--- config.mk ---
export PLATFORM = sky130hd
export DESIGN_NAME = ccd_top
export DESIGN_NICKNAME = d
export VERILOG_FILES = /design/src/ccd_top.v /design/src/ccd_debounce.v
export VERILOG_INCLUDE_DIRS = /design/src
export SDC_FILE = /design/constraint.sdc
export NUM_CORES = 1
export LEC_CHECK = 0
export BUFFER_PORTS_ARGS = -buffer_cell sky130_fd_sc_hd__buf_4
export CORE_UTILIZATION = 55
export DETAILED_ROUTE_END_ITERATION = 12
export PLACE_DENSITY = 0.79
export RECOVER_POWER = 100
export SYNTH_ARGS = -nofsm -noshare
export SYNTH_HDL_FRONTEND = slang
export SYNTH_SLANG_ARGS = --single-unit
export TNS_END_PERCENT = 1
--- constraint.sdc ---
create_clock -name clk_i -period 2 [get_ports clk_i]
set_input_delay 0.1 -clock clk_i [delete_from_list [all_inputs] [get_ports clk_i]]
set_output_delay 0.1 -clock clk_i [all_outputs]
set_load 0.02 [all_outputs]
--- src/ccd_defines.vh ---
// constants for the comparator control and debounce block
`ifndef CCD_DEFINES_VH
`define CCD_DEFINES_VH

// byte addresses of the register words
`define CCD_ADR_CTL_C1      8'h00
`define CCD_ADR_CTL_C2      8'h04
`define CCD_ADR_CTL_C3      8'h08
`define CCD_ADR_CTL_C5      8'h0C
`define CCD_ADR_SEL_A       8'h10
`define CCD_ADR_SEL_B       8'h14

// control register fields
`define CCD_CTL_EN          7
`define CCD_CTL_HYS_HI      6
`define CCD_CTL_HYS_LO      5
`define CCD_CTL_VOD         4
`define CCD_CTL_INV         3
`define CCD_CTL_DB_HI       2
`define CCD_CTL_DB_LO       0
`define CCD_CTL_WMASK       8'hEF

// input select register a fields
`define CCD_SELA_C4_HI      7
`define CCD_SELA_C4_LO      6
`define CCD_SELA_C3_HI      5
`define CCD_SELA_C3_LO      4
`define CCD_SELA_C2_HI      3
`define CCD_SELA_C2_LO      2
`define CCD_SELA_C1         0
`define CCD_SELA_WMASK      8'hFD

// input select register b fields
`define CCD_SELB_C5_HI      1
`define CCD_SELB_C5_LO      0
`define CCD_SELB_WMASK      8'h03

// reset values
`define CCD_RST_CTL         8'h00
`define CCD_RST_SEL         8'h00

// debounce clock: system clock cycles per debounce period
`define CCD_DEB_DIV         8'h01
`define CCD_DEB_CNT_W       8

// ticks counted after the last change; the output moves at the
// upper end of each stability range
`define CCD_DEB_T1          8'h02
`define CCD_DEB_T2          8'h06
`define CCD_DEB_T3          8'h0E
`define CCD_DEB_T4          8'h1E
`define CCD_DEB_T5          8'h3E
`define CCD_DEB_T6          8'h7E
`define CCD_DEB_T7          8'hFE

`endif

--- src/ccd_top.v ---
// register wrapper for comparators 1, 2, 3 and 5 with input routing
`timescale 1ns/1ps
`include "ccd_defines.vh"

// What this block does
// - enable bit powers comparator and its converter
// - debounce code zero bypasses the filter
// - codes one to seven need longer stable time
// - non inverted: one when positive input higher
// - inverted: zero when positive input higher
// - filtered output bit is read only
// - comparator 4 positive input routing codes
// - comparator 3 negative input routing codes
// - comparator 2 converter and pin routing codes
// - comparator 1 negative input select bit
// - comparator 5 negative input routing codes
// - unimplemented select bits read zero
module ccd_top (
   // clock and reset
   input  wire        clk_i,
   input  wire        rst_i,
   // wishbone slave
   input  wire        wb_cyc_i,
   input  wire        wb_stb_i,
   input  wire        wb_we_i,
   input  wire [7:0]  wb_adr_i,
   input  wire [3:0]  wb_sel_i,
   input  wire [31:0] wb_dat_i,
   output reg  [31:0] wb_dat_o,
   output reg         wb_ack_o,
   // raw comparator results: 0 = c1, 1 = c2, 2 = c3, 3 = c5
   input  wire [3:0]  cmp_result_i,
   // power control of comparators and their reference converters
   output reg  [3:0]  comparator_enable_o,
   output reg  [3:0]  converter_enable_o,
   // hysteresis window, two bits per comparator
   output reg  [7:0]  hysteresis_window_select_o,
   // filtered results
   output reg  [3:0]  filtered_output_o,
   // comparator 4 positive input, one hot
   output reg  [3:0]  comp4_pos_route_o,
   // comparator 3 negative input, one hot
   output reg  [3:0]  comp3_neg_route_o,
   // comparator 2 switches
   output reg         comp2_neg_converter_o,
   output reg         comp2_neg_pin_o,
   output reg         comp2_pos_converter_o,
   output reg         comp2_pos_pin_o,
   // comparator 1 negative input, one hot
   output reg  [1:0]  comp1_neg_route_o,
   // comparator 5 negative input, one hot
   output reg  [3:0]  comp5_neg_route_o
);

   // ------------------------------------------------------------
   // register storage
   // ------------------------------------------------------------
   reg  [7:0] ctl_q [0:3];
   reg  [7:0] sel_a_q;
   reg  [7:0] sel_b_q;
   wire [3:0] filt;

   wire       req;
   wire       wr_en;
   reg  [2:0] wr_idx;
   reg        hit;
   reg  [7:0] rd_byte;
   integer    k;
   integer    m;

   assign req   = wb_cyc_i & wb_stb_i & ~wb_ack_o;
   assign wr_en = req & wb_we_i & wb_sel_i[0];

   // ------------------------------------------------------------
   // address decode
   // ------------------------------------------------------------
   always @* begin
      hit    = 1'b1;
      wr_idx = 3'h0;
      case (wb_adr_i)
         `CCD_ADR_CTL_C1: wr_idx = 3'h0;
         `CCD_ADR_CTL_C2: wr_idx = 3'h1;
         `CCD_ADR_CTL_C3: wr_idx = 3'h2;
         `CCD_ADR_CTL_C5: wr_idx = 3'h3;
         `CCD_ADR_SEL_A:  wr_idx = 3'h4;
         `CCD_ADR_SEL_B:  wr_idx = 3'h5;
         default:         hit    = 1'b0;
      endcase
   end

   // read data, filtered bit spliced into the control bytes
   always @* begin
      case (wr_idx)
         3'h0, 3'h1, 3'h2, 3'h3: begin
            rd_byte = ctl_q[wr_idx[1:0]] & `CCD_CTL_WMASK;
            rd_byte[`CCD_CTL_VOD] = filt[wr_idx[1:0]];
         end
         3'h4:    rd_byte = sel_a_q & `CCD_SELA_WMASK;
         3'h5:    rd_byte = sel_b_q & `CCD_SELB_WMASK;
         default: rd_byte = 8'h00;
      endcase
      if (!hit) begin
         rd_byte = 8'h00;
      end
   end

   // ------------------------------------------------------------
   // wishbone handshake: one wait state, unmapped reads as zero
   // ------------------------------------------------------------
   always @(posedge clk_i) begin
      if (rst_i) begin
         wb_ack_o <= 1'b0;
         wb_dat_o <= 32'h00000000;
      end else begin
         wb_ack_o <= req;
         if (req && !wb_we_i) begin
            wb_dat_o <= {24'h000000, rd_byte};
         end
      end
   end

   // ------------------------------------------------------------
   // register writes
   // ------------------------------------------------------------
   always @(posedge clk_i) begin
      if (rst_i) begin
         for (k = 0; k < 4; k = k + 1) begin
            ctl_q[k] <= `CCD_RST_CTL;
         end
         sel_a_q <= `CCD_RST_SEL;
         sel_b_q <= `CCD_RST_SEL;
      end else if (wr_en && hit) begin
         case (wr_idx)
            3'h4: sel_a_q <= wb_dat_i[7:0] & `CCD_SELA_WMASK;
            3'h5: sel_b_q <= wb_dat_i[7:0] & `CCD_SELB_WMASK;
            default: begin
               // filtered bit is never stored from the bus
               ctl_q[wr_idx[1:0]] <= wb_dat_i[7:0] & `CCD_CTL_WMASK;
            end
         endcase
      end
   end

   // ------------------------------------------------------------
   // debounce clock enable
   // ------------------------------------------------------------
   reg [7:0] div_q;
   reg       tick_q;

   always @(posedge clk_i) begin
      if (rst_i) begin
         div_q  <= 8'h00;
         tick_q <= 1'b0;
      end else if (div_q == `CCD_DEB_DIV - 8'h01) begin
         div_q  <= 8'h00;
         tick_q <= 1'b1;
      end else begin
         div_q  <= div_q + 8'h01;
         tick_q <= 1'b0;
      end
   end

   // ------------------------------------------------------------
   // per comparator: synchroniser, polarity and debounce
   // ------------------------------------------------------------
   reg [3:0] sync1_q;
   reg [3:0] sync2_q;

   // results are asynchronous to the clock
   always @(posedge clk_i) begin
      if (rst_i) begin
         sync1_q <= 4'h0;
         sync2_q <= 4'h0;
      end else begin
         sync1_q <= cmp_result_i;
         sync2_q <= sync1_q;
      end
   end

   genvar g;
   generate
      for (g = 0; g < 4; g = g + 1) begin : g_cmp
         wire [7:0] c = ctl_q[g];
         wire       pol;

         // inversion applied before filtering so timing is symmetric
         assign pol = sync2_q[g] ^ c[`CCD_CTL_INV];

         ccd_debounce u_deb (
            .clk_i             (clk_i),
            .rst_i             (rst_i),
            .enable_i          (c[`CCD_CTL_EN]),
            .tick_i            (tick_q),
            .debounce_select_i (c[`CCD_CTL_DB_HI:`CCD_CTL_DB_LO]),
            .sample_i          (pol),
            .filtered_q        (filt[g])
         );
      end
   endgenerate

   // ------------------------------------------------------------
   // output flops: power, hysteresis and filtered bits
   // ------------------------------------------------------------
   always @(posedge clk_i) begin
      if (rst_i) begin
         comparator_enable_o        <= 4'h0;
         converter_enable_o         <= 4'h0;
         hysteresis_window_select_o <= 8'h00;
         filtered_output_o          <= 4'h0;
      end else begin
         for (m = 0; m < 4; m = m + 1) begin
            comparator_enable_o[m] <= ctl_q[m][`CCD_CTL_EN];
            converter_enable_o[m]  <= ctl_q[m][`CCD_CTL_EN];
            hysteresis_window_select_o[2*m]   <=
               ctl_q[m][`CCD_CTL_HYS_LO];
            hysteresis_window_select_o[2*m+1] <=
               ctl_q[m][`CCD_CTL_HYS_HI];
         end
         filtered_output_o <= filt;
      end
   end

   // ------------------------------------------------------------
   // input routing decode
   // ------------------------------------------------------------
   wire [1:0] c4_sel = sel_a_q[`CCD_SELA_C4_HI:`CCD_SELA_C4_LO];
   wire [1:0] c3_sel = sel_a_q[`CCD_SELA_C3_HI:`CCD_SELA_C3_LO];
   wire [1:0] c2_sel = sel_a_q[`CCD_SELA_C2_HI:`CCD_SELA_C2_LO];
   wire [1:0] c5_sel = sel_b_q[`CCD_SELB_C5_HI:`CCD_SELB_C5_LO];
   reg  [3:0] c4_hot;
   reg  [3:0] c3_hot;
   reg  [3:0] c5_hot;

   // two bit route codes to one hot switch enables
   always @* begin
      case (c4_sel)
         2'h0:    c4_hot = 4'h1;
         2'h1:    c4_hot = 4'h2;
         2'h2:    c4_hot = 4'h4;
         default: c4_hot = 4'h8;
      endcase
      case (c3_sel)
         2'h0:    c3_hot = 4'h1;
         2'h1:    c3_hot = 4'h2;
         2'h2:    c3_hot = 4'h4;
         default: c3_hot = 4'h8;
      endcase
      case (c5_sel)
         2'h0:    c5_hot = 4'h1;
         2'h1:    c5_hot = 4'h2;
         2'h2:    c5_hot = 4'h4;
         default: c5_hot = 4'h8;
      endcase
   end

   // bit order of one hot routes follows the code value:
   // c4: 0 c1 neg pin, 1 c2 pos pin, 2 c2 neg pin, 3 c4 pos pin
   // c3: 0 c0 pos pin, 1 c1 neg pin, 2 amplifier out, 3 c3 neg pin
   // c5: 0 c0 pos pin, 1 amplifier pos in, 2 amplifier out,
   //     3 c5 neg pin
   always @(posedge clk_i) begin
      if (rst_i) begin
         comp4_pos_route_o     <= 4'h1;
         comp3_neg_route_o     <= 4'h1;
         comp5_neg_route_o     <= 4'h1;
         comp1_neg_route_o     <= 2'h1;
         comp2_neg_converter_o <= 1'b1;
         comp2_neg_pin_o       <= 1'b0;
         comp2_pos_converter_o <= 1'b0;
         comp2_pos_pin_o       <= 1'b1;
      end else begin
         comp4_pos_route_o <= c4_hot;
         comp3_neg_route_o <= c3_hot;
         comp5_neg_route_o <= c5_hot;
         if (sel_a_q[`CCD_SELA_C1]) begin
            comp1_neg_route_o <= 2'h2;
         end else begin
            comp1_neg_route_o <= 2'h1;
         end
         case (c2_sel)
            2'h0: begin
               comp2_neg_converter_o <= 1'b1;
               comp2_neg_pin_o       <= 1'b0;
               comp2_pos_converter_o <= 1'b0;
               comp2_pos_pin_o       <= 1'b1;
            end
            2'h1: begin
               comp2_neg_converter_o <= 1'b0;
               comp2_neg_pin_o       <= 1'b1;
               comp2_pos_converter_o <= 1'b1;
               comp2_pos_pin_o       <= 1'b0;
            end
            default: begin
               comp2_neg_converter_o <= 1'b0;
               comp2_neg_pin_o       <= 1'b1;
               comp2_pos_converter_o <= 1'b0;
               comp2_pos_pin_o       <= 1'b1;
            end
         endcase
      end
   end

endmodule // ccd_top

--- src/ccd_debounce.v ---
// debounce filter for one comparator result
`timescale 1ns/1ps
`include "ccd_defines.vh"

module ccd_debounce (
   // clock and reset
   input  wire       clk_i,
   input  wire       rst_i,
   // control
   input  wire       enable_i,
   input  wire       tick_i,
   input  wire [2:0] debounce_select_i,
   // synchronised, polarity corrected result
   input  wire       sample_i,
   // filtered output
   output reg        filtered_q
);

   reg [`CCD_DEB_CNT_W-1:0] cnt_q;
   reg                      last_q;
   reg [`CCD_DEB_CNT_W-1:0] target;

   // ticks of stability to count after the last seen level
   always @* begin
      case (debounce_select_i)
         3'h1:    target = `CCD_DEB_T1;
         3'h2:    target = `CCD_DEB_T2;
         3'h3:    target = `CCD_DEB_T3;
         3'h4:    target = `CCD_DEB_T4;
         3'h5:    target = `CCD_DEB_T5;
         3'h6:    target = `CCD_DEB_T6;
         3'h7:    target = `CCD_DEB_T7;
         default: target = 8'h00;
      endcase
   end

   always @(posedge clk_i) begin
      if (rst_i || !enable_i) begin
         cnt_q      <= 8'h00;
         last_q     <= 1'b0;
         filtered_q <= 1'b0;
      end else begin
         last_q <= sample_i;
         if (debounce_select_i == 3'h0) begin
            filtered_q <= sample_i;
            cnt_q      <= 8'h00;
         end else if (sample_i != last_q) begin
            // change seen mid period: hence the one period spread
            cnt_q <= 8'h00;
         end else if (cnt_q == target) begin
            filtered_q <= last_q;
         end else if (tick_i) begin
            cnt_q <= cnt_q + 8'h01;
         end
      end
   end

endmodule // ccd_debounce

# == After elaboration in Yosys (flattened, before gate mapping) ==
# Memories as Yosys holds them, arrays and structs flattened.
# Index checks and enable logic that the tools add are counted.
# op_classes
n_addsub,5
order_cmp,1
eq_ne,57
mux,40
bitwise,13
n_reduce_logical,45
# ops
cell,n
$pmux W8 S7,4
$eq A3 B3 Y1 const B,18
$add A8 B1 Y8 const B,5
$pmux W4 S3,3
$eq A8 B8 Y1,4
$eq A3 B2 Y1 const B,10
$mux W1,26
$pmux W8 S3,1
$reduce_and A2 Y1,10
$eq A8 B4 Y1 const B,2
$eq A8 B5 Y1 const B,2
$logic_not A8 Y1,2
$eq A3 B1 Y1 const B,5
$logic_not A3 Y1,5
$pmux W3 S5,1
$reduce_or A3 Y1,4
$eq A2 B1 Y1 const B,4
$eq A8 B3 Y1 const B,1
$logic_not A2 Y1,4
$mux W8,1
$ne A2 B1 Y1 const B,4
$reduce_bool A2 Y1,4
$mux W7,1
$reduce_or A7 Y1,1
other kinds (14),39
# totals
reg_bits,109
ramBits,28
in_bits,53
out_inout_bits,71
wordCells,193
memories,1
# mem_list
name,depth,word_bits,rd,rd_ports_with_merged_regs,write_ports,line,rtl
ctl_q,4,7,5,0,4,ccd_top.v:58,reg [7:0] ctl_q [0:3];

# == Depth between registers and ports, before layout ==
# logic_depth
depth_word,10
mapped_depth,7

# == Modules after synthesis ==
# From an unflattened synthesis, not the netlist that was laid out.
# hier_totals
cells_unflattened,678
area_unflattened_um2,6467.5
# modules_own_cells
mod,n_inst,cells_each,area_per_inst_um2,seq_area_each_um2
ccd_top,1,366,3955.0,2222.1
ccd_debounce,4,78,628.1,200.2

# == Least setup slack after synthesis ==
# OpenSTA, ideal clock, no wires.
# synth_path
path_type,register -> register
startpoint,memory ctl_q[1][1] (netlist name)
endpoint,register g_cmp[1].u_deb.filtered_q
setup_ps,117
arrival_time_ps,1701
required_time_ps,1883
setup_slack_ps,182
stages_incl_launch_ff,8
path_buffers,1
path_cell_list,edfxtp_1 buf_4 or4_1 nor2_1 a21oi_2 nor3b_4 a21oi_1 a22o_1
# synth_rtl
item,line,rtl
"start, declared",ccd_top.v:58,
"end signal, assigned",ccd_debounce.v:45,filtered_q <= sample_i;
"end signal, assigned",ccd_debounce.v:51,filtered_q <= last_q;
"end, declared",ccd_debounce.v:16,output reg filtered_q

==> impl_metrics.json <==
{
  "num_antenna_cells": 0,
  "synthTopCellsByCount": "dfxtp_1 (109), nor2_1 (61), nand2_1 (49), and2_1 (34), buf_4 (31)",
  "cts_buffers": 17,
  "yosys_warnings": 0,
  "finalWirelength_um": 14800,
  "skew_ns": 0.00417,
  "viasPerCell": 5.58,
  "cts-root-buf": "clkbuf_16",
  "cts.sinks": 137,
  "slew_viol_final": 0,
  "yosysTopAreaCell": "dfxtp_1",
  "fin_ws_ns": 0.00614,
  "gr-usage-met1": 0.295,
  "grt_pass1_vias": 4906,
  "finalCritPeriodShare": 0.997,
  "synth.distinct_cells": 73,
  "ys_ff_latch": 137,
  "drive_gt1_frac": 0.150,
  "synth_area_um2": 6410,
  "power.share.clock": 0.486,
  "switching_power_mw": 1.46,
  "gp_congestion": 0.866,
  "antenna_found_initial": 0,
  "p_sw_frac": 0.225,
  "synthCells": 661,
  "worstSetupPathType": "reg -> reg",
  "hold_violations": 0,
  "placed_area_um2": 7060,
  "htreeDepth": 4,
  "drc": 0,
  "power_mw": 6.47,
  "clk_pin_slew_ns": 0.06,
  "cts_buffer_depth": 2,
  "final_cell_area_um2": 7700,
  "fin_setup_tns_ns": 0,
  "r2r-end": "g_cmp[1].u_deb.cnt_q[6]",
  "finalSetupViolCount": 0,
  "cpMaxStageDelayCell": "or4_1",
  "critical_path_required_ns": 2.36,
  "grtUsageMet2": 0.435,
  "dieWidth_um": 110,
  "r2r_cells": 8,
  "area_growth_pct": 20.3,
  "vias": 5157,
  "critPathTopFamily": "simple AND/OR/NAND/NOR gates",
  "drtIter0Drc": 404,
  "path_cells": "buf_4 -> buf_4 -> xnor2_1 -> o211ai_2 -> a21oi_2 -> nor3b_2 -> or4_1 -> nand2_1",
  "postLayoutCoreUtil": 0.678,
  "core_area_um2": 11400,
  "vdd_drop_max_v": 0.000691,
  "synth_area_per_cell_um2": 9.69,
  "crit_end": "g_cmp[1].u_deb.cnt_q[6]",
  "path_depth": 8,
  "dieHeight_um": 110,
  "core.rowCount": 39,
  "cpMostUsedCell": "buf_4",
  "intPower_mw": 5.01,
  "cp-start-kind": "register",
  "rsz0062_at_grt": "yes",
  "pin_count": 124,
  "nNetsFinal": 827,
  "dp.cells": 868,
  "critPathMaxStageDelay_ns": 0.49,
  "synthArstFlopShare": 0,
  "port-buffer-count": 72,
  "dp_slack_ns": 0.0167,
  "synth-edff-count": 28,
  "hp-class": "in -> reg",
  "synth_top_area_frac": 0.341,
  "maxCapViolations": 0,
  "dpl.hpwl_um": 10200,
  "comb_power_share": 0.065,
  "overflow": 0,
  "p_leak_nw": 3.11,
  "pwr-share-seq": 0.449,
  "clkLatencyLatePin_ns": 0.42,
  "finalCriticalPeriod_ns": 1.99,
  "grt_pass1_wl_um": 22900,
  "crit_fanout": 4,
  "grt_max_degree": 46,
  "synth_ff_type": "dfxtp_1",
  "globalRouteTotalUtil": 0.252,
  "powerDensity_nw_per_um2": 839,
  "fmax_ghz": 0.502,
  "cts_tree": "done",
  "worst_slew_pin_slew_ns": 1.01,
  "crit_path_start": "ctl_q[1][1]",
  "whs_ns": 0.0343,
  "cp.arrival_ns": 2.36,
  "holdPathStages": 3,
  "die_area_um2": 12100,
  "crit_buf_inv": 2,
  "status": "finished clean",
  "relSlewSlack": 0.326,
  "layoutNonFillerInstCount": 924,
  "busiest_layer": "met2",
  "wl_per_cell_um": 16.0,
  "reg2reg_slack_ns": 0.006,
  "ys_top_cells_by_area": "dfxtp_1 (34%), edfxtp_1 (13%), buf_4 (3.6%)",
  "firstDrtPassIters": 5,
  "grtUsageMet3": 0.0705,
  "r2r-start": "ctl_q[1][1]",
  "ant_nets": 0,
  "ys_seq_area_frac": 0.472,
  "synth.most_common_cell": "dfxtp_1",
  "initial_core_util": 0.563,
  "endpoint_kind": "register"
}
-- power by group through the flow --
| stage | Sequential, mW | Combinational (mW) | Clock (mW) |
|---|---|---|---|
| 2_1_floorplan | 2.96 | 0.291 | 0 |
| 5_1_grt | 2.91 | 0.457 | 3.30 |
| 4_1_cts | 2.91 | 0.408 | 3.17 |
| 3_5_place_dp | 2.97 | 0.389 | 0 |
| 6_report | 2.91 | 0.421 | 3.14 |
| 3_3_place_gp | 2.96 | 0.378 | 0 |
-- worst reg2reg max path, delay by kind of cell (launching register included) --
| family | cells | cell delay, ns |
|---|---|---|
| DFF | 1 | 0.42 |
| buffers and inverters | 2 | 0.30 |
| xor gates and xnor gates | 1 | 0.18 |
| AOI/OAI and AO/OA | 2 | 0.36 |
| and+or+nand+nor | 3 | 0.68 |
-- sequential cells by signal, summed over array words and instances, names as in the netlist, 7 cells and up --
name,cells
g_cmp.u_deb.cnt_q,32
ctl_q,28
div_q,8
hysteresis_window_select_o,8
wb_dat_o,8
sel_a_q,7
-- layer usage --
layer  share of wire  vias to the layer above
met5               0                        -
met4           0.022                        0
met3           0.053                       33
met2            0.51                      164
met1            0.42                     2470
li1                -                     2490
-- kinds of logic (layout without fill, tap and decap cells) --
group,Yosys count,count (layout),share of synthesized area
multiplexers,26,26,0.0504
buffers and inverters,70,166,0.0617
flip-flops,137,137,0.472
adder cells (fa/ha/maj),6,6,0.0117
XOR/XNOR,36,36,0.0492
AND/OR/NAND/NOR,289,290,0.250
AO/OA/AOI/OAI,96,96,0.104
other,1,24,0.000585
-- worst min-delay path by stage --
| stage | startpoint | endpoint | slack, ns |
|---|---|---|---|
| after detailed placement | cmp_result_i[2] | sync1_q[2] | 0.32 |
| final | wb_dat_i[1] | sel_b_q[1] | 0.03 |
| after global placement | cmp_result_i[0] | sync1_q[0] | 0.31 |
| after CTS | rst_i | tick_q | 0.01 |
| after floorplan | cmp_result_i[0] | sync1_q[0] | 0.23 |
| after global routing | wb_dat_i[1] | ctl_q[1][1] | 0.03 |
-- layout make-up --
cell class	count	area (um2)
clock inverters	7	48.8
fillers	918	3670
multi-input cells	478	3110
flip-flops and latches	137	3020
clock buffers	25	571
inverters	13	48.8
well taps	143	179
repair buffers	121	721
-- cell usage in the layout (no fill, tap or decap), types with 4 or more instances in the layout --
cell type and count:
a31oi_1 4, or3_1 4, nor2_1 61, dfxtp_1 109
and2_0 14, nor3_1 11, o21ai_0 10, edfxtp_1 28
or4_1 7, buf_4 49, mux4_2 5, dlygate4sd3_1 11
clkbuf_16 21, and3b_1 7, inv_1 13, a21oi_1 25
nor3b_1 7, clkbuf_1 58, xnor2_1 17, and2_1 20
nand3_1 27, o21bai_1 5, a21o_1 7, xor2_1 19
nand2b_1 7, nand2_1 49, ha_1 6, conb_1 24
nand4_1 13, mux2i_1 21, nor2b_1 28, and3_1 8
-- timing repair --
item                       4_1_cts  5_1_grt
hold endpoints to repair        12        0
hold buffers                    11        0
resized for setup                0       12
setup buffers                    0       12
setup endpoints to repair        0       17
(Power assumes the default switching activity.)
